## src/fetx_pkg.sv

```systemverilog
// Constants, types and code table for the 100 Mb/s transmit coding path.
// Assumes a single 250 MHz system clock and a 125 Mb/s line rate.
package fetx_pkg;

    // ------------------------------------------------------------
    // Timing
    // ------------------------------------------------------------
    localparam int SYS_CLK_MHZ    = 250;
    localparam int LINE_RATE_MBPS = 125;
    localparam int TICK_DIV       = SYS_CLK_MHZ / LINE_RATE_MBPS;
    localparam logic [1:0] TICK_LAST = 2'(TICK_DIV - 1);
    localparam logic [1:0] SEED_WAIT = 2'h3;

    // ------------------------------------------------------------
    // Widths and field positions
    // ------------------------------------------------------------
    localparam int NIB_W   = 4;
    localparam int GRP_W   = 5;
    localparam int LFSR_W  = 11;
    localparam int TAP_A   = 10;
    localparam int TAP_B   = 8;
    localparam int ADDR_HI = 4;
    localparam int ADDR_LO = 1;
    localparam int WORD_W  = NIB_W + 2;
    localparam int EN_BIT  = NIB_W;
    localparam int ER_BIT  = NIB_W + 1;
    localparam logic [2:0] BIT_LAST = 3'h4;
    localparam logic [6:0] SEED_LOW = 7'h55;
    localparam logic [10:0] LFSR_RST = 11'h7FF;

    // ------------------------------------------------------------
    // Control code-groups and decoded nibbles
    // ------------------------------------------------------------
    localparam logic [4:0] CG_IDLE = 5'h1F;
    localparam logic [4:0] CG_J    = 5'h18;
    localparam logic [4:0] CG_K    = 5'h11;
    localparam logic [4:0] CG_T    = 5'h0D;
    localparam logic [4:0] CG_R    = 5'h07;
    localparam logic [4:0] CG_H    = 5'h04;
    localparam logic [3:0] NIB_SSD  = 4'h5;
    localparam logic [3:0] NIB_ZERO = 4'h0;
    localparam logic [3:0] NIB_BAD  = 4'hE;

    typedef enum logic [1:0] {
        ST_IDLE = 2'b00,
        ST_K    = 2'b01,
        ST_DATA = 2'b10,
        ST_R    = 2'b11
    } fetx_state_t;

    // Nibble to data code-group
    function automatic logic [4:0] fetx_enc(input logic [3:0] n);
        case (n)
            4'h0: fetx_enc = 5'h1E;
            4'h1: fetx_enc = 5'h09;
            4'h2: fetx_enc = 5'h14;
            4'h3: fetx_enc = 5'h15;
            4'h4: fetx_enc = 5'h0A;
            4'h5: fetx_enc = 5'h0B;
            4'h6: fetx_enc = 5'h0E;
            4'h7: fetx_enc = 5'h0F;
            4'h8: fetx_enc = 5'h12;
            4'h9: fetx_enc = 5'h13;
            4'hA: fetx_enc = 5'h16;
            4'hB: fetx_enc = 5'h17;
            4'hC: fetx_enc = 5'h1A;
            4'hD: fetx_enc = 5'h1B;
            4'hE: fetx_enc = 5'h1C;
            default: fetx_enc = 5'h1D;
        endcase
    endfunction

    // Code-group to {error, nibble}
    function automatic logic [4:0] fetx_dec(input logic [4:0] g,
                                             input logic in_data);
        logic [4:0] r;
        r = {1'b1, NIB_BAD};
        for (int i = 0; i < 16; i++) begin
            if (fetx_enc(4'(i)) == g)
                r = {1'b0, 4'(i)};
        end
        if (!in_data && (g == CG_J || g == CG_K))
            r = {1'b0, NIB_SSD};
        if (!in_data && (g == CG_IDLE || g == CG_T || g == CG_R))
            r = {1'b0, NIB_ZERO};
        return r;
    endfunction

endpackage

```

## src/fetx_coder.sv

```systemverilog
// Transmit coding path: 4B/5B encoder, scrambler, NRZI and MLT-3 split,
// plus the 5B to 4B decode table.
// Assumes the MAC stream is on sys_clk; straps and bypass are pins.
`timescale 1ns/100ps
module fetx_coder #(
    parameter int BUF_DEPTH = 2,
    parameter int BUF_WIDTH = fetx_pkg::WORD_W
) (
    // Clock and reset
    input  wire logic                        sys_clk,
    input  wire logic                        reset,
    // MAC transmit stream
    input  wire logic                        mac_valid,
    output logic                             mac_ready,
    input  wire logic [fetx_pkg::NIB_W-1:0]  mac_txd,
    input  wire logic                        mac_tx_en,
    input  wire logic                        mac_tx_er,
    // Strap and option pins
    input  wire logic [4:0]                  station_addr_pins,
    input  wire logic                        scr_bypass,
    // Line drive streams
    output logic                             mlt_pos,
    output logic                             mlt_neg,
    // Decode direction
    input  wire logic                        rx_group_valid,
    input  wire logic [fetx_pkg::GRP_W-1:0]  rx_group,
    input  wire logic                        rx_in_data,
    output logic                             rx_nibble_valid,
    output logic [fetx_pkg::NIB_W-1:0]       rx_nibble,
    output logic                             rx_err
);
    import fetx_pkg::*;

    localparam int PTR_W = (BUF_DEPTH > 1) ? $clog2(BUF_DEPTH) : 1;
    localparam int CNT_W = $clog2(BUF_DEPTH + 1);

    logic [5:0]             pin_s1;
    logic [5:0]             pin_s2;
    logic [5:0]             pin_s3;
    logic [5:0]             pin_f;
    logic [5:0]             pin_next;
    logic [1:0]             tick_cnt;
    logic                   sym_tick;
    logic [1:0]             seed_cnt;
    logic                   seeded;
    logic [LFSR_W-1:0]      lfsr;
    logic                   key;
    logic [BUF_WIDTH-1:0]   buf_mem [BUF_DEPTH];
    logic [PTR_W-1:0]       wr_ptr;
    logic [PTR_W-1:0]       rd_ptr;
    logic [CNT_W-1:0]       buf_cnt;
    logic                   buf_valid;
    logic [BUF_WIDTH-1:0]   buf_word;
    logic                   buf_pop;
    logic                   buf_push;
    fetx_state_t            state;
    fetx_state_t            next_state;
    logic [GRP_W-1:0]       next_group;
    logic                   next_pop;
    logic [GRP_W-1:0]       shreg;
    logic [2:0]             bit_cnt;
    logic                   load;
    logic                   code_bit;
    logic                   scr_bit;
    logic                   nrzi;
    logic [1:0]             mlt_phase;

    // ------------------------------------------------------------
    // Pin synchronisers
    // ------------------------------------------------------------
    always_ff @(posedge sys_clk) begin
        if (reset) begin
            pin_s1 <= 6'h00;
            pin_s2 <= 6'h00;
            pin_s3 <= 6'h00;
            pin_f  <= 6'h00;
        end else begin
            pin_s1 <= {scr_bypass, station_addr_pins};
            pin_s2 <= pin_s1;
            pin_s3 <= pin_s2;
            pin_f  <= pin_next;
        end
    end

    // Value the filter takes at this edge; the seed load reads it too
    assign pin_next = (pin_s3 & ~(pin_s2 ^ pin_s3))
                    | (pin_f & (pin_s2 ^ pin_s3));

    // ------------------------------------------------------------
    // Symbol tick divider
    // ------------------------------------------------------------
    always_ff @(posedge sys_clk) begin
        if (reset || sym_tick)
            tick_cnt <= 2'h0;
        else
            tick_cnt <= tick_cnt + 2'h1;
    end

    assign sym_tick = (tick_cnt == TICK_LAST);

    // ------------------------------------------------------------
    // Two-entry input buffer
    // ------------------------------------------------------------
    assign mac_ready = (buf_cnt != CNT_W'(BUF_DEPTH));
    assign buf_push  = mac_valid && mac_ready;
    assign buf_valid = (buf_cnt != '0);
    assign buf_word  = buf_mem[rd_ptr];
    assign buf_pop   = load && next_pop;

    always_ff @(posedge sys_clk) begin
        if (buf_push)
            buf_mem[wr_ptr] <= {mac_tx_er, mac_tx_en, mac_txd};
    end

    always_ff @(posedge sys_clk) begin
        if (reset) begin
            wr_ptr  <= '0;
            rd_ptr  <= '0;
            buf_cnt <= '0;
        end else begin
            if (buf_push)
                wr_ptr <= (wr_ptr == PTR_W'(BUF_DEPTH - 1)) ?
                          '0 : wr_ptr + PTR_W'(1);
            if (buf_pop)
                rd_ptr <= (rd_ptr == PTR_W'(BUF_DEPTH - 1)) ?
                          '0 : rd_ptr + PTR_W'(1);
            buf_cnt <= buf_cnt + CNT_W'(buf_push) - CNT_W'(buf_pop);
        end
    end

    // ------------------------------------------------------------
    // Code-group sequencing
    // ------------------------------------------------------------
    always_comb begin
        next_state = state;
        next_group = CG_IDLE;
        next_pop   = 1'b0;
        case (state)
            ST_IDLE: begin
                if (buf_valid && buf_word[EN_BIT]) begin
                    next_group = CG_J;
                    next_pop   = 1'b1;
                    next_state = ST_K;
                end else begin
                    next_group = CG_IDLE;
                    next_pop   = buf_valid;
                end
            end
            ST_K: begin
                next_group = CG_K;
                next_pop   = buf_valid && buf_word[EN_BIT];
                next_state = ST_DATA;
            end
            ST_DATA: begin
                if (!buf_valid) begin
                    next_group = CG_H;
                end else if (!buf_word[EN_BIT]) begin
                    next_group = CG_T;
                    next_state = ST_R;
                end else if (buf_word[ER_BIT]) begin
                    next_group = CG_H;
                    next_pop   = 1'b1;
                end else begin
                    next_group = fetx_enc(buf_word[NIB_W-1:0]);
                    next_pop   = 1'b1;
                end
            end
            ST_R: begin
                next_group = CG_R;
                next_state = ST_IDLE;
            end
            default: begin
                next_state = ST_IDLE;
            end
        endcase
    end

    always_ff @(posedge sys_clk) begin
        if (reset)
            state <= ST_IDLE;
        else if (load)
            state <= next_state;
    end

    // ------------------------------------------------------------
    // Serialiser
    // ------------------------------------------------------------
    assign load     = sym_tick && (bit_cnt == BIT_LAST);
    assign code_bit = shreg[GRP_W-1];

    always_ff @(posedge sys_clk) begin
        if (reset) begin
            shreg   <= CG_IDLE;
            bit_cnt <= 3'h0;
        end else if (load) begin
            shreg   <= next_group;
            bit_cnt <= 3'h0;
        end else if (sym_tick) begin
            shreg   <= {shreg[GRP_W-2:0], 1'b0};
            bit_cnt <= bit_cnt + 3'h1;
        end
    end

    // ------------------------------------------------------------
    // Scrambler
    // ------------------------------------------------------------
    always_ff @(posedge sys_clk) begin
        if (reset) begin
            seed_cnt <= 2'h0;
            seeded   <= 1'b0;
        end else if (!seeded) begin
            seed_cnt <= seed_cnt + 2'h1;
            seeded   <= (seed_cnt == SEED_WAIT);
        end
    end

    always_ff @(posedge sys_clk) begin
        if (reset)
            lfsr <= LFSR_RST;
        else if (!seeded && seed_cnt == SEED_WAIT)
            lfsr <= {pin_next[ADDR_HI:ADDR_LO], SEED_LOW};
        else if (sym_tick)
            lfsr <= {lfsr[LFSR_W-2:0],
                     lfsr[TAP_A] ^ lfsr[TAP_B]};
    end

    assign key     = lfsr[TAP_A] & ~pin_f[5];
    assign scr_bit = code_bit ^ key;

    // ------------------------------------------------------------
    // NRZI and MLT-3 split
    // ------------------------------------------------------------
    always_ff @(posedge sys_clk) begin
        if (reset)
            nrzi <= 1'b0;
        else if (sym_tick)
            nrzi <= nrzi ^ scr_bit;
    end

    always_ff @(posedge sys_clk) begin
        if (reset) begin
            mlt_phase <= 2'h0;
            mlt_pos   <= 1'b0;
            mlt_neg   <= 1'b0;
        end else if (sym_tick) begin
            mlt_phase <= mlt_phase + 2'(scr_bit);
            mlt_pos   <= scr_bit && mlt_phase == 2'h0;
            mlt_neg   <= scr_bit && mlt_phase == 2'h2;
        end
    end

    // ------------------------------------------------------------
    // Decode direction
    // ------------------------------------------------------------
    always_ff @(posedge sys_clk) begin
        if (reset) begin
            rx_nibble_valid <= 1'b0;
            rx_nibble       <= NIB_ZERO;
            rx_err          <= 1'b0;
        end else begin
            rx_nibble_valid <= rx_group_valid;
            if (rx_group_valid)
                {rx_err, rx_nibble} <=
                    fetx_dec(rx_group, rx_in_data);
        end
    end
endmodule

```

## config.mk

```make
export PLATFORM = sky130hd
export DESIGN_NAME = fetx_coder
export DESIGN_NICKNAME = d
export VERILOG_FILES = /design/src/fetx_pkg.sv /design/src/fetx_coder.sv
export SDC_FILE = /design/constraint.sdc
export NUM_CORES = 1
export LEC_CHECK = 0
export BUFFER_PORTS_ARGS = -buffer_cell sky130_fd_sc_hd__buf_2
export CAP_MARGIN = 20
export CORE_ASPECT_RATIO = 1.5
export CORE_MARGIN = 2
export CORE_UTILIZATION = 59
export CTS_BUF_LIST = sky130_fd_sc_hd__clkbuf_16
export DETAILED_ROUTE_END_ITERATION = 8
export PLACE_DENSITY = 0.79
export REMOVE_ABC_BUFFERS = 1
export SLEW_MARGIN = 5
export SYNTH_ARGS = -nofsm -noshare
export SYNTH_HDL_FRONTEND = slang
export SYNTH_SLANG_ARGS = --single-unit
```

## constraint.sdc

```tcl
create_clock -name sys_clk -period 2.9 [get_ports sys_clk]
set_input_delay 0.29 -clock sys_clk [delete_from_list [all_inputs] [get_ports sys_clk]]
set_output_delay 0.29 -clock sys_clk [all_outputs]
set_load 0.02 [all_outputs]
```

== Word level (Yosys, flattened, before mapping) ==
Memory sizes are Yosys's and may differ from the RTL's. A register that Yosys moved wholly into a read port is not among the register bits.
Index checks and enable logic that the tools add are counted.

* Bitwise gates (word level): 9
* Muxes and demuxes: 74
* Reduce and logical (&&, ||, !) cells: 23
* $add $sub $neg: 8
* Eq/ne operators: 32

{| class="wikitable"
|+ Operators with widths
! operator !! count
|-
| 5-bit 2-to-1 mux || 55
|-
| 5-bit == test || 16
|-
| 11-bit 2-to-1 mux || 2
|-
| 5-bit one-hot mux with 4 select lines || 1
|-
| 5-bit == test (second input constant) || 3
|-
| 6-bit bitwise AND || 2
|-
| 1-bit 2-to-1 mux || 10
|-
| 1-bit logical AND || 9
|-
| 2-bit == test (second input constant) || 4
|-
| 2-bit inequality test (second input constant) || 4
|-
| 2-bit one-hot mux with 4 select lines || 1
|-
| 2-bit 2-to-1 mux || 3
|-
| 6-bit inverter || 1
|-
| 6-bit bitwise OR || 1
|-
| 2-bit nonzero test || 3
|-
| 6-bit bitwise XOR || 1
|-
| 5-bit by 3-bit == test with 1-bit output (second input constant) || 1
|-
| 5-bit by 4-bit == test with 1-bit output (second input constant) || 1
|-
| 2-bit by 1-bit adder with 2-bit output || 2
|-
| 2-bit by 1-bit adder with 2-bit output (second input constant) || 2
|-
| 2-bit by 1-bit == test with 1-bit output (second input constant) || 2
|-
| 2-bit logical NOT || 2
|-
| 1-bit logical OR || 4
|-
| 4-bit AND reduction || 1
|-
| 11 further kinds || 15
|}

* Memories kept: 2
* Memory bits (writable): 12
* Word-level logic and storage cells: 169
* Register bits after elaboration: 64
* Memory bits (read-only): 80

{| class="wikitable"
|+ Memories
! memory !! words !! bits a word !! rd ports !! clocked after Yosys merged registers in !! write ports !! RTL line !! source
|-
| (no name shown) || 16 || 5 || 1 || 0 || 0 || fetx_pkg.sv:53 || <nowiki>case (n)</nowiki>
|-
| buf_mem || 2 || 6 || 1 || 1 || 1 || fetx_coder.sv:48 || <nowiki>logic [BUF_WIDTH-1:0] buf_mem [BUF_DEPTH];</nowiki>
|}

== Longest topological paths before layout ==
Gate-level depths: netlist (run 1).

* Word-level depth: 21
* Mapped depth: 11
* Depth with buffers taken out: 10

== Worst setup path before layout (run 1) ==
OpenSTA, ideal clock, no wires.

* Kind: flip-flop to flip-flop
* Start: register tick_cnt[0]
* End: register buf_cnt[1]
* Arrival: 2.005 ns
* Data required time: 2.772 ns
* Stages on the path, launching flop included: 11
* Slack: 0.767 ns
* Buffers on the path: 1
* Path through: dfxtp_1 -> ha_1 -> buf_4 -> nand3_1 -> a2111oi_4 -> ha_1 -> inv_1 -> ha_1 -> xor2_1 -> xnor2_1 -> nor2_1

* Longest elaborated chain between the ends: 4

{| class="wikitable"
|+ RTL lines
! item !! RTL line !! source
|-
| start: declaration || fetx_coder.sv:42 || <nowiki>logic [1:0] tick_cnt;</nowiki>
|-
| start signal: assignment || fetx_coder.sv:96 || <nowiki>tick_cnt <= tick_cnt + 2'h1;</nowiki>
|-
| 2-bit by 1-bit == test with 1-bit output || fetx_coder.sv:99 || <nowiki>assign sym_tick = (tick_cnt == TICK_LAST);</nowiki>
|-
| 1-bit logical AND || fetx_coder.sv:188 || <nowiki>assign load = sym_tick && (bit_cnt == BIT_LAST);</nowiki>
|-
| 1-bit logical AND || fetx_coder.sv:108 || <nowiki>assign buf_pop = load && next_pop;</nowiki>
|-
| named net buf_pop || fetx_coder.sv:54 || <nowiki>logic buf_pop;</nowiki>
|-
| 2-bit by 1-bit subtractor with 2-bit output || fetx_coder.sv:127 || <nowiki>buf_cnt <= buf_cnt + CNT_W'(buf_push) - CNT_W'(buf_pop);</nowiki>
|-
| end signal: assignment || fetx_coder.sv:127 ||
|-
| end: declaration || fetx_coder.sv:51 || <nowiki>logic [CNT_W-1:0] buf_cnt;</nowiki>
|}

The timed path passes the listed nets, and every way through them passes these cells.
A chain may end at the register's enable or synchronous reset.

==> metrics.json, run 1 <==
{
  "floorplan": {
    "die_height_um": 96.3,
    "die-width_um": 65.5,
    "number_of_ports_placed_on_the_die_boundary": 31,
    "placement_rows": 33,
    "floorplan.die_area_mm2": 0.00631,
    "core_area_mm2": 0.00549,
    "starting_utilization_of_the_core_area_pct": 61.0
  },
  "setup_path": {
    "timing.critical_path.from_type": "flip-flop",
    "timing.critical_path.mode_cell": "ha_1",
    "regToRegEndpoint": "buf_cnt[1]$_SDFF_PP0_",
    "reg2reg_setup_slack_ps": 540,
    "cp.buffers_inverters": 1,
    "critical_path_depth": 9,
    "cpMaxStageDelayCell": "dfxtp_1",
    "crit_chain": "mux2_4 > o21ai_2 > a2111oi_4 > ha_1 > inv_1 > ha_1 > xor2_1 > xnor2_1 > nor2_1",
    "critPathMaxStageDelay_ps": 580,
    "crit_path_required_time_ps": 3090,
    "critical_path.top_delay_family": "flip-flops",
    "crit_path_end_kind": "flip-flop",
    "timing.critical_path.arrival_ps": 2540,
    "critical_path.max_fanout": 16,
    "ff_to_ff_path_depth": 9,
    "worstSetupPathType": "flip-flop to flip-flop"
  },
  "timing": {
    "setup-tns-final_ps": 0,
    "finalHoldViolations": 0,
    "setup-violations-final": 0,
    "rsz0062_at_grt": "false",
    "timing.fmax_mhz": 425,
    "timing.final.crit_period_ps": 2360,
    "timing.max_slew.rel_slack_pct": 63.3,
    "max_slew.worst_pin.slew_ps": 551,
    "finClkSkew_ps": 6.03,
    "hold_slack_ps": 156,
    "report.final.slew_viol_count": 0,
    "period_share_pct": 81.2
  },
  "clock_tree": {
    "insertion_delay_ps": 320,
    "cts_setup_buffers": 0,
    "clock_tree.htree_level_count": 3,
    "clk_transition_reported_paths_ps": 60,
    "tritoncts": "built",
    "clockBufferDepth": 2,
    "cts.sink_count": 73,
    "cts-resized-gates": 0,
    "clockRootBuffer": "clkbuf_16",
    "cts_inserted_buffers": 9,
    "cts_hold_buf": 0
  },
  "synthesis": {
    "ys_warn_count": 0,
    "postSynthCellCount": 353,
    "async_flop_share_pct": 0,
    "synth-edff-count": 12,
    "syn_avg_cell_area_um2": 9.49,
    "synth_flop_cell": "dfxtp_1",
    "synth-seq-cells": 73,
    "syn_area_mm2": 0.00335,
    "synth_cell_types": 58,
    "synth_sequential_area_ratio_pct": 47.2
  },
  "global_route": {
    "grt.overflow.total": 0,
    "global_route_wire_length_before_repair_um": 10300,
    "grt_use_met3_pct": 4.44,
    "grtUsageMet2_pct": 37.8,
    "antenna_violations_before_repair": 0,
    "first_global_vias": 2465,
    "grt_util_met1_pct": 23.3,
    "pin_count_of_the_biggest_net_entering_global_routing": 35,
    "grt_most_used_layer": "met2",
    "all_layer_global_routing_usage_pct": 20.9
  },
  "run_status": {
    "outcome": "completed"
  },
  "pwr": {
    "clock_network_fraction_of_design_power_pct": 41.8,
    "vdd.ir_drop.worst_v": 0.000489,
    "p_sw_w": 0.000608,
    "sequentialPowerShare_pct": 46.3,
    "power_per_cell_area_mw_per_mm2": 655,
    "p_int_w": 0.00189,
    "p_leak_nw": 1.54,
    "comb_power_share_pct": 11.8,
    "switching_share_of_total_power_pct": 24.3
  },
  "layout": {
    "final_core_utilization_pct": 69.5,
    "layout_common_cells": "dfxtp_1, nor2_1, nand2_1, buf_2, nor2b_1",
    "final_nets": 412,
    "antenna_cells_inserted": 0,
    "seq_area_mm2": 0.00158,
    "fillCellCount": 454,
    "areaGrowthSynthToFinish_pct": 13.9,
    "multi_input_area_mm2": 0.00164,
    "layout-drive-gt1-share_pct": 13.9,
    "layout_commonest_cell": "dfxtp_1"
  },
  "detailed_routing": {
    "finalWirelength_um": 5830,
    "detail_routed_via_count_per_cell": 5.59,
    "ant_nets": 0,
    "drc": 0,
    "routed_wirelength_normalized_by_instance_count_um": 12.9,
    "dr.first_iter.drc_count": 86,
    "router_iterations_before_antenna_repair": 4,
    "route.vias.total": 2527
  },
  "job": {
    "max-cap-violations": 0
  },
  "min_path": {
    "hold-path-endpoint": "buf_mem[1][3]$_DFFE_PP_",
    "worst_hold_path_type": "input pin to flip-flop",
    "hold_depth": 1,
    "worst_hold_startpoint": "mac_txd[3]"
  },
  "placement": {
    "dp_hpwl_um": 4050,
    "port_buffers": 29,
    "gp_congestion": 0.832
  }
}
worst max path at each step:
| stage | endpoint |
|---|---|
| 2_1_floorplan | buf_cnt[1]$_SDFF_PP0_ |
| 3_3_place_gp | buf_cnt[1]$_SDFF_PP0_ |
| 3_5_place_dp | buf_cnt[1]$_SDFF_PP0_ |
| 4_1_cts | buf_cnt[1]$_SDFF_PP0_ |
| 5_1_grt | buf_cnt[1]$_SDFF_PP0_ |
| 6_report | buf_cnt[1]$_SDFF_PP0_ |
per-layer routing:
layer  up-vias  part of all wire (%)
met5         -                     0
li1       1293                     -
met3        10                   3.0
met4         0                   1.8
met1      1173                    44
met2        51                    51
registers in the layout, summed over array words and instances (netlist names), 3 cells and up, named ones only:
name	flops
bit_cnt	3
buf_mem	12
lfsr	11
pin_f	4
pin_s1	5
pin_s2	5
pin_s3	5
rx_nibble	4
shreg	5
kinds of logic after synthesis:
group	Yosys count	synth area share, %
flip-flops	73	47.2
AND/OR/NAND/NOR	132	20.4
multiplexers	16	5.16
buffers and inverters	32	3.74
AO/OA/AOI/OAI	75	15.5
adder cells (fa/ha/maj)	16	5.68
XOR/XNOR	9	2.35
through the flow:
step	cell area, µm²	cells	setup slack [ps]	power [W]
after floorplan	3280	336	109	0.00138
after global placement	3530	437	601	0.00146
after detailed placement	3530	437	545	0.00147
after CTS	3810	452	529	0.00253
after global routing	3810	452	349	0.00262
final	3810	452	544	0.00250
cell type report:
class                      count  share of cell area, %
clock inverter                 6                   1.64
timing repair buffer          31                   4.20
multi-input combinational    248                   43.0
inverter                      15                   1.48
tap                           70                   2.30
clock buffer                   9                   5.90
sequential                    73                   41.5
synthesized netlist by cell type, drive strengths merged, types with 2 or more instances:
master	instances	area share, %
a2111oi	3	1.3
a31oi	2	0.37
o21ai	22	3.4
clkbuf	15	1.7
nand2b	11	2.1
xnor2	3	0.78
maj3	4	1.2
nand3	6	0.90
nor3b	3	0.67
nand3b	4	0.90
inv	15	1.7
dfxtp	61	36
o21bai	3	0.67
a311oi	2	0.52
o31ai	3	0.67
mux2i	12	3.6
nor3	6	0.90
o211ai	3	0.67
a21oi	16	2.4
buf	2	0.37
xor2	6	1.6
or3	3	0.56
ha	12	4.5
o2111ai	2	0.52
a21boi	2	0.45
nor4b	2	0.52
nand2	29	3.3
mux2	4	1.6
nor2b	28	5.2
edfxtp	12	11
nor2	32	3.6
a211o	2	0.52
nand4	2	0.37
power groups by stage:
stage	clock network, W	logic [W]	registers (W)
floorplan	0	0.000201	0.00118
global placement	0	0.000285	0.00118
detailed placement	0	0.000293	0.00118
CTS	0.00107	0.000298	0.00116
global route	0.00112	0.000335	0.00117
finish	0.00105	0.000296	0.00116
No activity file was read; power rests on OpenSTA's default activity.
==> run 2, diff against run 1 <==
--- a/config.mk
+++ b/config.mk
@@ -5,14 +5,15 @@
 export SDC_FILE = /design/constraint.sdc
 export NUM_CORES = 1
 export LEC_CHECK = 0
+export ABC_AREA = 1
 export BUFFER_PORTS_ARGS = -buffer_cell sky130_fd_sc_hd__buf_2
 export CAP_MARGIN = 20
 export CORE_ASPECT_RATIO = 1.5
 export CORE_MARGIN = 2
-export CORE_UTILIZATION = 59
+export CORE_UTILIZATION = 58
 export CTS_BUF_LIST = sky130_fd_sc_hd__clkbuf_16
 export DETAILED_ROUTE_END_ITERATION = 8
-export PLACE_DENSITY = 0.79
+export PLACE_DENSITY = 0.78
 export REMOVE_ABC_BUFFERS = 1
 export SLEW_MARGIN = 5
 export SYNTH_ARGS = -nofsm -noshare
==> constraint.sdc (replaced) <==
create_clock -name sys_clk -period 2.25 [get_ports sys_clk]
set_input_delay 0.225 -clock sys_clk [delete_from_list [all_inputs] [get_ports sys_clk]]
set_output_delay 0.225 -clock sys_clk [all_outputs]
set_load 0.02 [all_outputs]
==> run 2 against run 1 <==
Compared with the run above:
- combinational power rose by 37%
- cell area decreased by 0.39%
- sequential power grew 30%
- flip-flop and latch count stayed put
- first-iteration DRC count increased by 48%
- die area is 0.71% lower
- critical path type unchanged
- wire length grew 3.4%
- synthesized area shrank 2.4%
- worst setup slack lost 370 ps
- final cell count is 19% higher
- clock skew increased by 1.0 ps
- total power up 35%
==> metrics.json, run 2 <==
{
  "clock_tree": {
    "cts.sink_count": {"value": 73, "change": "unchanged"},
    "tritoncts": "built",
    "insertion_delay": {"value": 330, "unit": "ps", "change": "about the same"},
    "cts_inserted_buffers": {"value": 9, "change": "unchanged"},
    "clk_transition_reported_paths": {"value": 60, "unit": "ps", "change": "about the same"},
    "clockBufferDepth": {"value": 2, "change": "unchanged"},
    "clock_tree.htree_level_count": {"value": 3, "change": "unchanged"},
    "clockRootBuffer": "clkbuf_16"
  },
  "timing": {
    "max_slew.worst_pin.slew": {"value": 542, "unit": "ps", "change": "-9.67 ps"},
    "setup-violations-final": {"value": 0, "change": "unchanged"},
    "timing.fmax": {"value": 482, "unit": "MHz", "change": "+13%"},
    "period_share": {"value": 92.3, "unit": "%", "change": "+11 points"},
    "finalHoldViolations": {"value": 0, "change": "unchanged"},
    "rsz0062_at_grt": "false",
    "timing.max_slew.rel_slack": {"value": 63.8, "unit": "%", "change": "+0.51 points"},
    "timing.final.crit_period": {"value": 2080, "unit": "ps", "change": "-279 ps"},
    "report.final.slew_viol_count": {"value": 0, "change": "unchanged"},
    "finClkSkew": {"value": 7.05, "unit": "ps", "change": "+1.02 ps"},
    "setup-tns-final": {"value": 0, "unit": "ps", "change": "unchanged"}
  },
  "layout": {
    "layout_common_cells": "nand2_1, inv_1, dfxtp_1",
    "fillCellCount": {"value": 464, "change": "+2.2%"},
    "top_register": "buf_mem",
    "number_of_flip_flops_in_the_largest_register": {"value": 12, "change": "unchanged"},
    "final_nets": {"value": 498, "change": "+21%"},
    "layout-drive-gt1-share": {"value": 14.3, "unit": "%", "change": "+0.41 points"},
    "finish.cell_count_without_fillers": {"value": 539, "change": "+19%"},
    "layout_commonest_cell": "nand2_1",
    "areaGrowthSynthToFinish_pct": 16.3,
    "largest_registers_in_the_final_layout": "buf_mem: 12 flops, lfsr: 11 flops",
    "antenna_cells_inserted": {"value": 0, "change": "unchanged"}
  },
  "floorplan": {
    "die-width": {"value": 65.3, "unit": "µm", "change": "-0.35%"},
    "floorplan.die_area": {"value": 0.00626, "unit": "mm²", "change": "-0.71%"},
    "placement_rows": {"value": 33, "change": "unchanged"},
    "number_of_ports_placed_on_the_die_boundary": {"value": 31, "change": "unchanged"},
    "core_area": {"value": 0.00545, "unit": "mm²", "change": "-0.75%"},
    "starting_utilization_of_the_core_area": {"value": 59.9, "unit": "%", "change": "-1.0 points"},
    "die_height": {"value": 95.9, "unit": "µm", "change": "-0.36%"}
  },
  "setup_path": {
    "worstSetupPathType": "flip-flop to flip-flop",
    "critical_path.max_fanout": {"value": 5, "change": "-11"},
    "cpMaxStageDelayCell": "dfxtp_1",
    "crit_path_required_time": {"value": 2460, "unit": "ps", "change": "-630 ps"},
    "critPathMaxStageDelay": {"value": 370, "unit": "ps", "change": "-210 ps"},
    "timing.critical_path.arrival": {"value": 2290, "unit": "ps", "change": "-250 ps"},
    "crit_path_end_kind": "flip-flop",
    "crit_chain": "inv_1 > ha_1 > o21ai_1 > nand2_1 > nand4_1 > inv_1 > ha_1 > inv_1 > ha_1 > xor2_1 > o21ai_0 > a21oi_1",
    "timing.critical_path.from_type": "flip-flop"
  },
  "min_path": {
    "worst_hold_path_type": "input pin to flip-flop"
  },
  "detailed_routing": {
    "dr.first_iter.drc_count": {"value": 127, "change": "+48%"},
    "finalWirelength": {"value": 6030, "unit": "µm", "change": "+3.4%"},
    "routed_wirelength_normalized_by_instance_count": {"value": 11.2, "unit": "µm", "change": "-13%"},
    "drc": {"value": 0, "change": "unchanged"},
    "detail_routed_via_count_per_cell": {"value": 5.07, "change": "-9.3%"},
    "route.vias.total": {"value": 2734, "change": "+8.2%"},
    "router_iterations_before_antenna_repair": {"value": 4, "change": "unchanged"},
    "ant_nets": {"value": 0, "change": "unchanged"}
  },
  "synthesis": {
    "synth_flop_cell": "dfxtp_1",
    "ys_warn_count": {"value": 0, "change": "unchanged"},
    "yosys-top-cells-count": "nand2_1, dfxtp_1, inv_1, nor2_1, nand3_1",
    "yosysTopAreaCell": "dfxtp_1",
    "synth_cell_types": {"value": 28, "change": "-52%"},
    "yosys.cell_count.top_type": "nand2_1",
    "synthTopCellsByArea": "dfxtp_1, nand2_1, edfxtp_1",
    "async_flop_share": {"value": 0, "unit": "%", "change": "unchanged"},
    "synth_sequential_area_ratio": {"value": 48.4, "unit": "%", "change": "+1.2 points"},
    "syn_area": {"value": 0.00327, "unit": "mm²", "change": "-2.4%"},
    "syn_avg_cell_area": {"value": 7.60, "unit": "µm²", "change": "-20%"},
    "synth-seq-cells": {"value": 73, "change": "unchanged"},
    "post-synth-top-area-fraction": {"value": 37.4, "unit": "%", "change": "+0.91 points"},
    "postSynthCellCount": {"value": 430, "change": "+22%"},
    "synth-edff-count": {"value": 12, "change": "unchanged"}
  },
  "global_route": {
    "global_route_wire_length_before_repair": {"value": 10600, "unit": "µm", "change": "+3.7%"},
    "all_layer_global_routing_usage": {"value": 22.0, "unit": "%", "change": "+1.0 points"},
    "pin_count_of_the_biggest_net_entering_global_routing": {"value": 25, "change": "-29%"},
    "grt.overflow.total": {"value": 0, "change": "unchanged"},
    "first_global_vias": {"value": 2616, "change": "+6.1%"},
    "antenna_violations_before_repair": {"value": 0, "change": "unchanged"}
  },
  "placement": {
    "gp_congestion": {"value": 0.851, "change": "+2.3%"},
    "post-place-cells": {"value": 521, "change": "+19%"},
    "port_buffers": {"value": 29, "change": "unchanged"},
    "dp_hpwl": {"value": 4360, "unit": "µm", "change": "+7.7%"}
  },
  "run_status": {
    "outcome": "completed"
  },
  "job": {
    "max-cap-violations": {"value": 0, "change": "unchanged"}
  },
  "pwr": {
    "p_leak": {"value": 1.83, "unit": "nW", "change": "+19%"},
    "power_per_cell_area": {"value": 889, "unit": "mW/mm²", "change": "+36%"},
    "vdd.ir_drop.worst": {"value": 0.000806, "unit": "V", "change": "+65%"}
  }
}
run 2: changes by cell type in the layout (fill, tap and decap cells not counted), sizes merged, moves of 5 or more:
| cell | change |
|---|---|
| nor2b | -28 |
| o21ai | -7 |
| nand3 | +24 |
| mux2i | -12 |
| nand2 | +89 |
| nand2b | -11 |
| nor2 | +23 |
| nand4 | +5 |
| inv | +49 |
| a21oi | +9 |
run 2: stage by stage:
stage | setup slack, ps | instance area, µm² | total power, W | hold slack (ps) | utilization, %
CTS | 39.3 | 3780 | 0.00340 | 76.3 | 69.4
finish | 174 | 3800 | 0.00338 | 84.4 | 69.7
global placement | 222 | 3470 | 0.00192 | 389 | 63.6
floorplan | 164 | 3210 | 0.00181 | 294 | -
detailed placement | 106 | 3470 | 0.00194 | 393 | 63.6
global route | 12.6 | 3800 | 0.00354 | 74.1 | 69.7
run 2: logic make-up after synthesis:
| group | synth area share (%) |
|---|---|
| simple gates | 27.7 |
| xor+xnor | 1.07 |
| fa+ha+maj | 4.60 |
| buf+inv | 9.15 |
| compound gates | 9.12 |
| flops | 48.4 |
run 2: timing repair:
action	4_1_cts	5_1_grt
resized for setup	0	3
hold buffers	0	0
setup endpoints to repair	0	1
buffers inserted	0	2
run 2: worst max-delay path, delay by kind of cell (launching register included):
kind	cells	cell delay (ps)
simple gates	2	190
xor+xnor	1	170
compound gates	3	320
buf+inv	3	230
flops	1	370
fa+ha+maj	3	670
run 2: layout make-up:
cell class | instances | area (µm²) | share of cell area, %
clock buffer | 9 | 225 | 5.93
clock inverter | 7 | 86.3 | 2.27
inverter | 64 | 245 | 6.45
multi-input combinational | 282 | 1390 | 36.5
sequential | 73 | 1580 | 41.7
tap | 70 | 87.6 | 2.30
timing repair buffer | 34 | 183 | 4.81
run 2: layer usage:
layer	wire, µm	global-route usage [%]
met1	2450	22.5
met2	3230	40.3
met3	179	5.73
met4	170	11.6
met5	0	0
run 2: path summary, 6_finish.rpt:
check | startpoint | endpoint | slack (ps) | cells past startpoint
max | state[1]$_SDFFE_PP0P_ | buf_cnt[1]$_SDFF_PP0_ | 170 | 12
min | mac_tx_en | buf_mem[1][4]$_DFFE_PP_ | 80 | 1
max reg2reg | state[1]$_SDFFE_PP0P_ | buf_cnt[1]$_SDFF_PP0_ | 170 | 12
min reg2reg | pin_s1[5]$_SDFF_PP0_ | pin_s2[5]$_SDFF_PP0_ | 400 | 2
run 2: where the power goes:
part	total (W)	switching, W	internal [W]
Clock	0.00146	0.000505	0.000960
Combinational	0.000405	0.000257	0.000148
Sequential	0.00151	0.0000642	0.00144
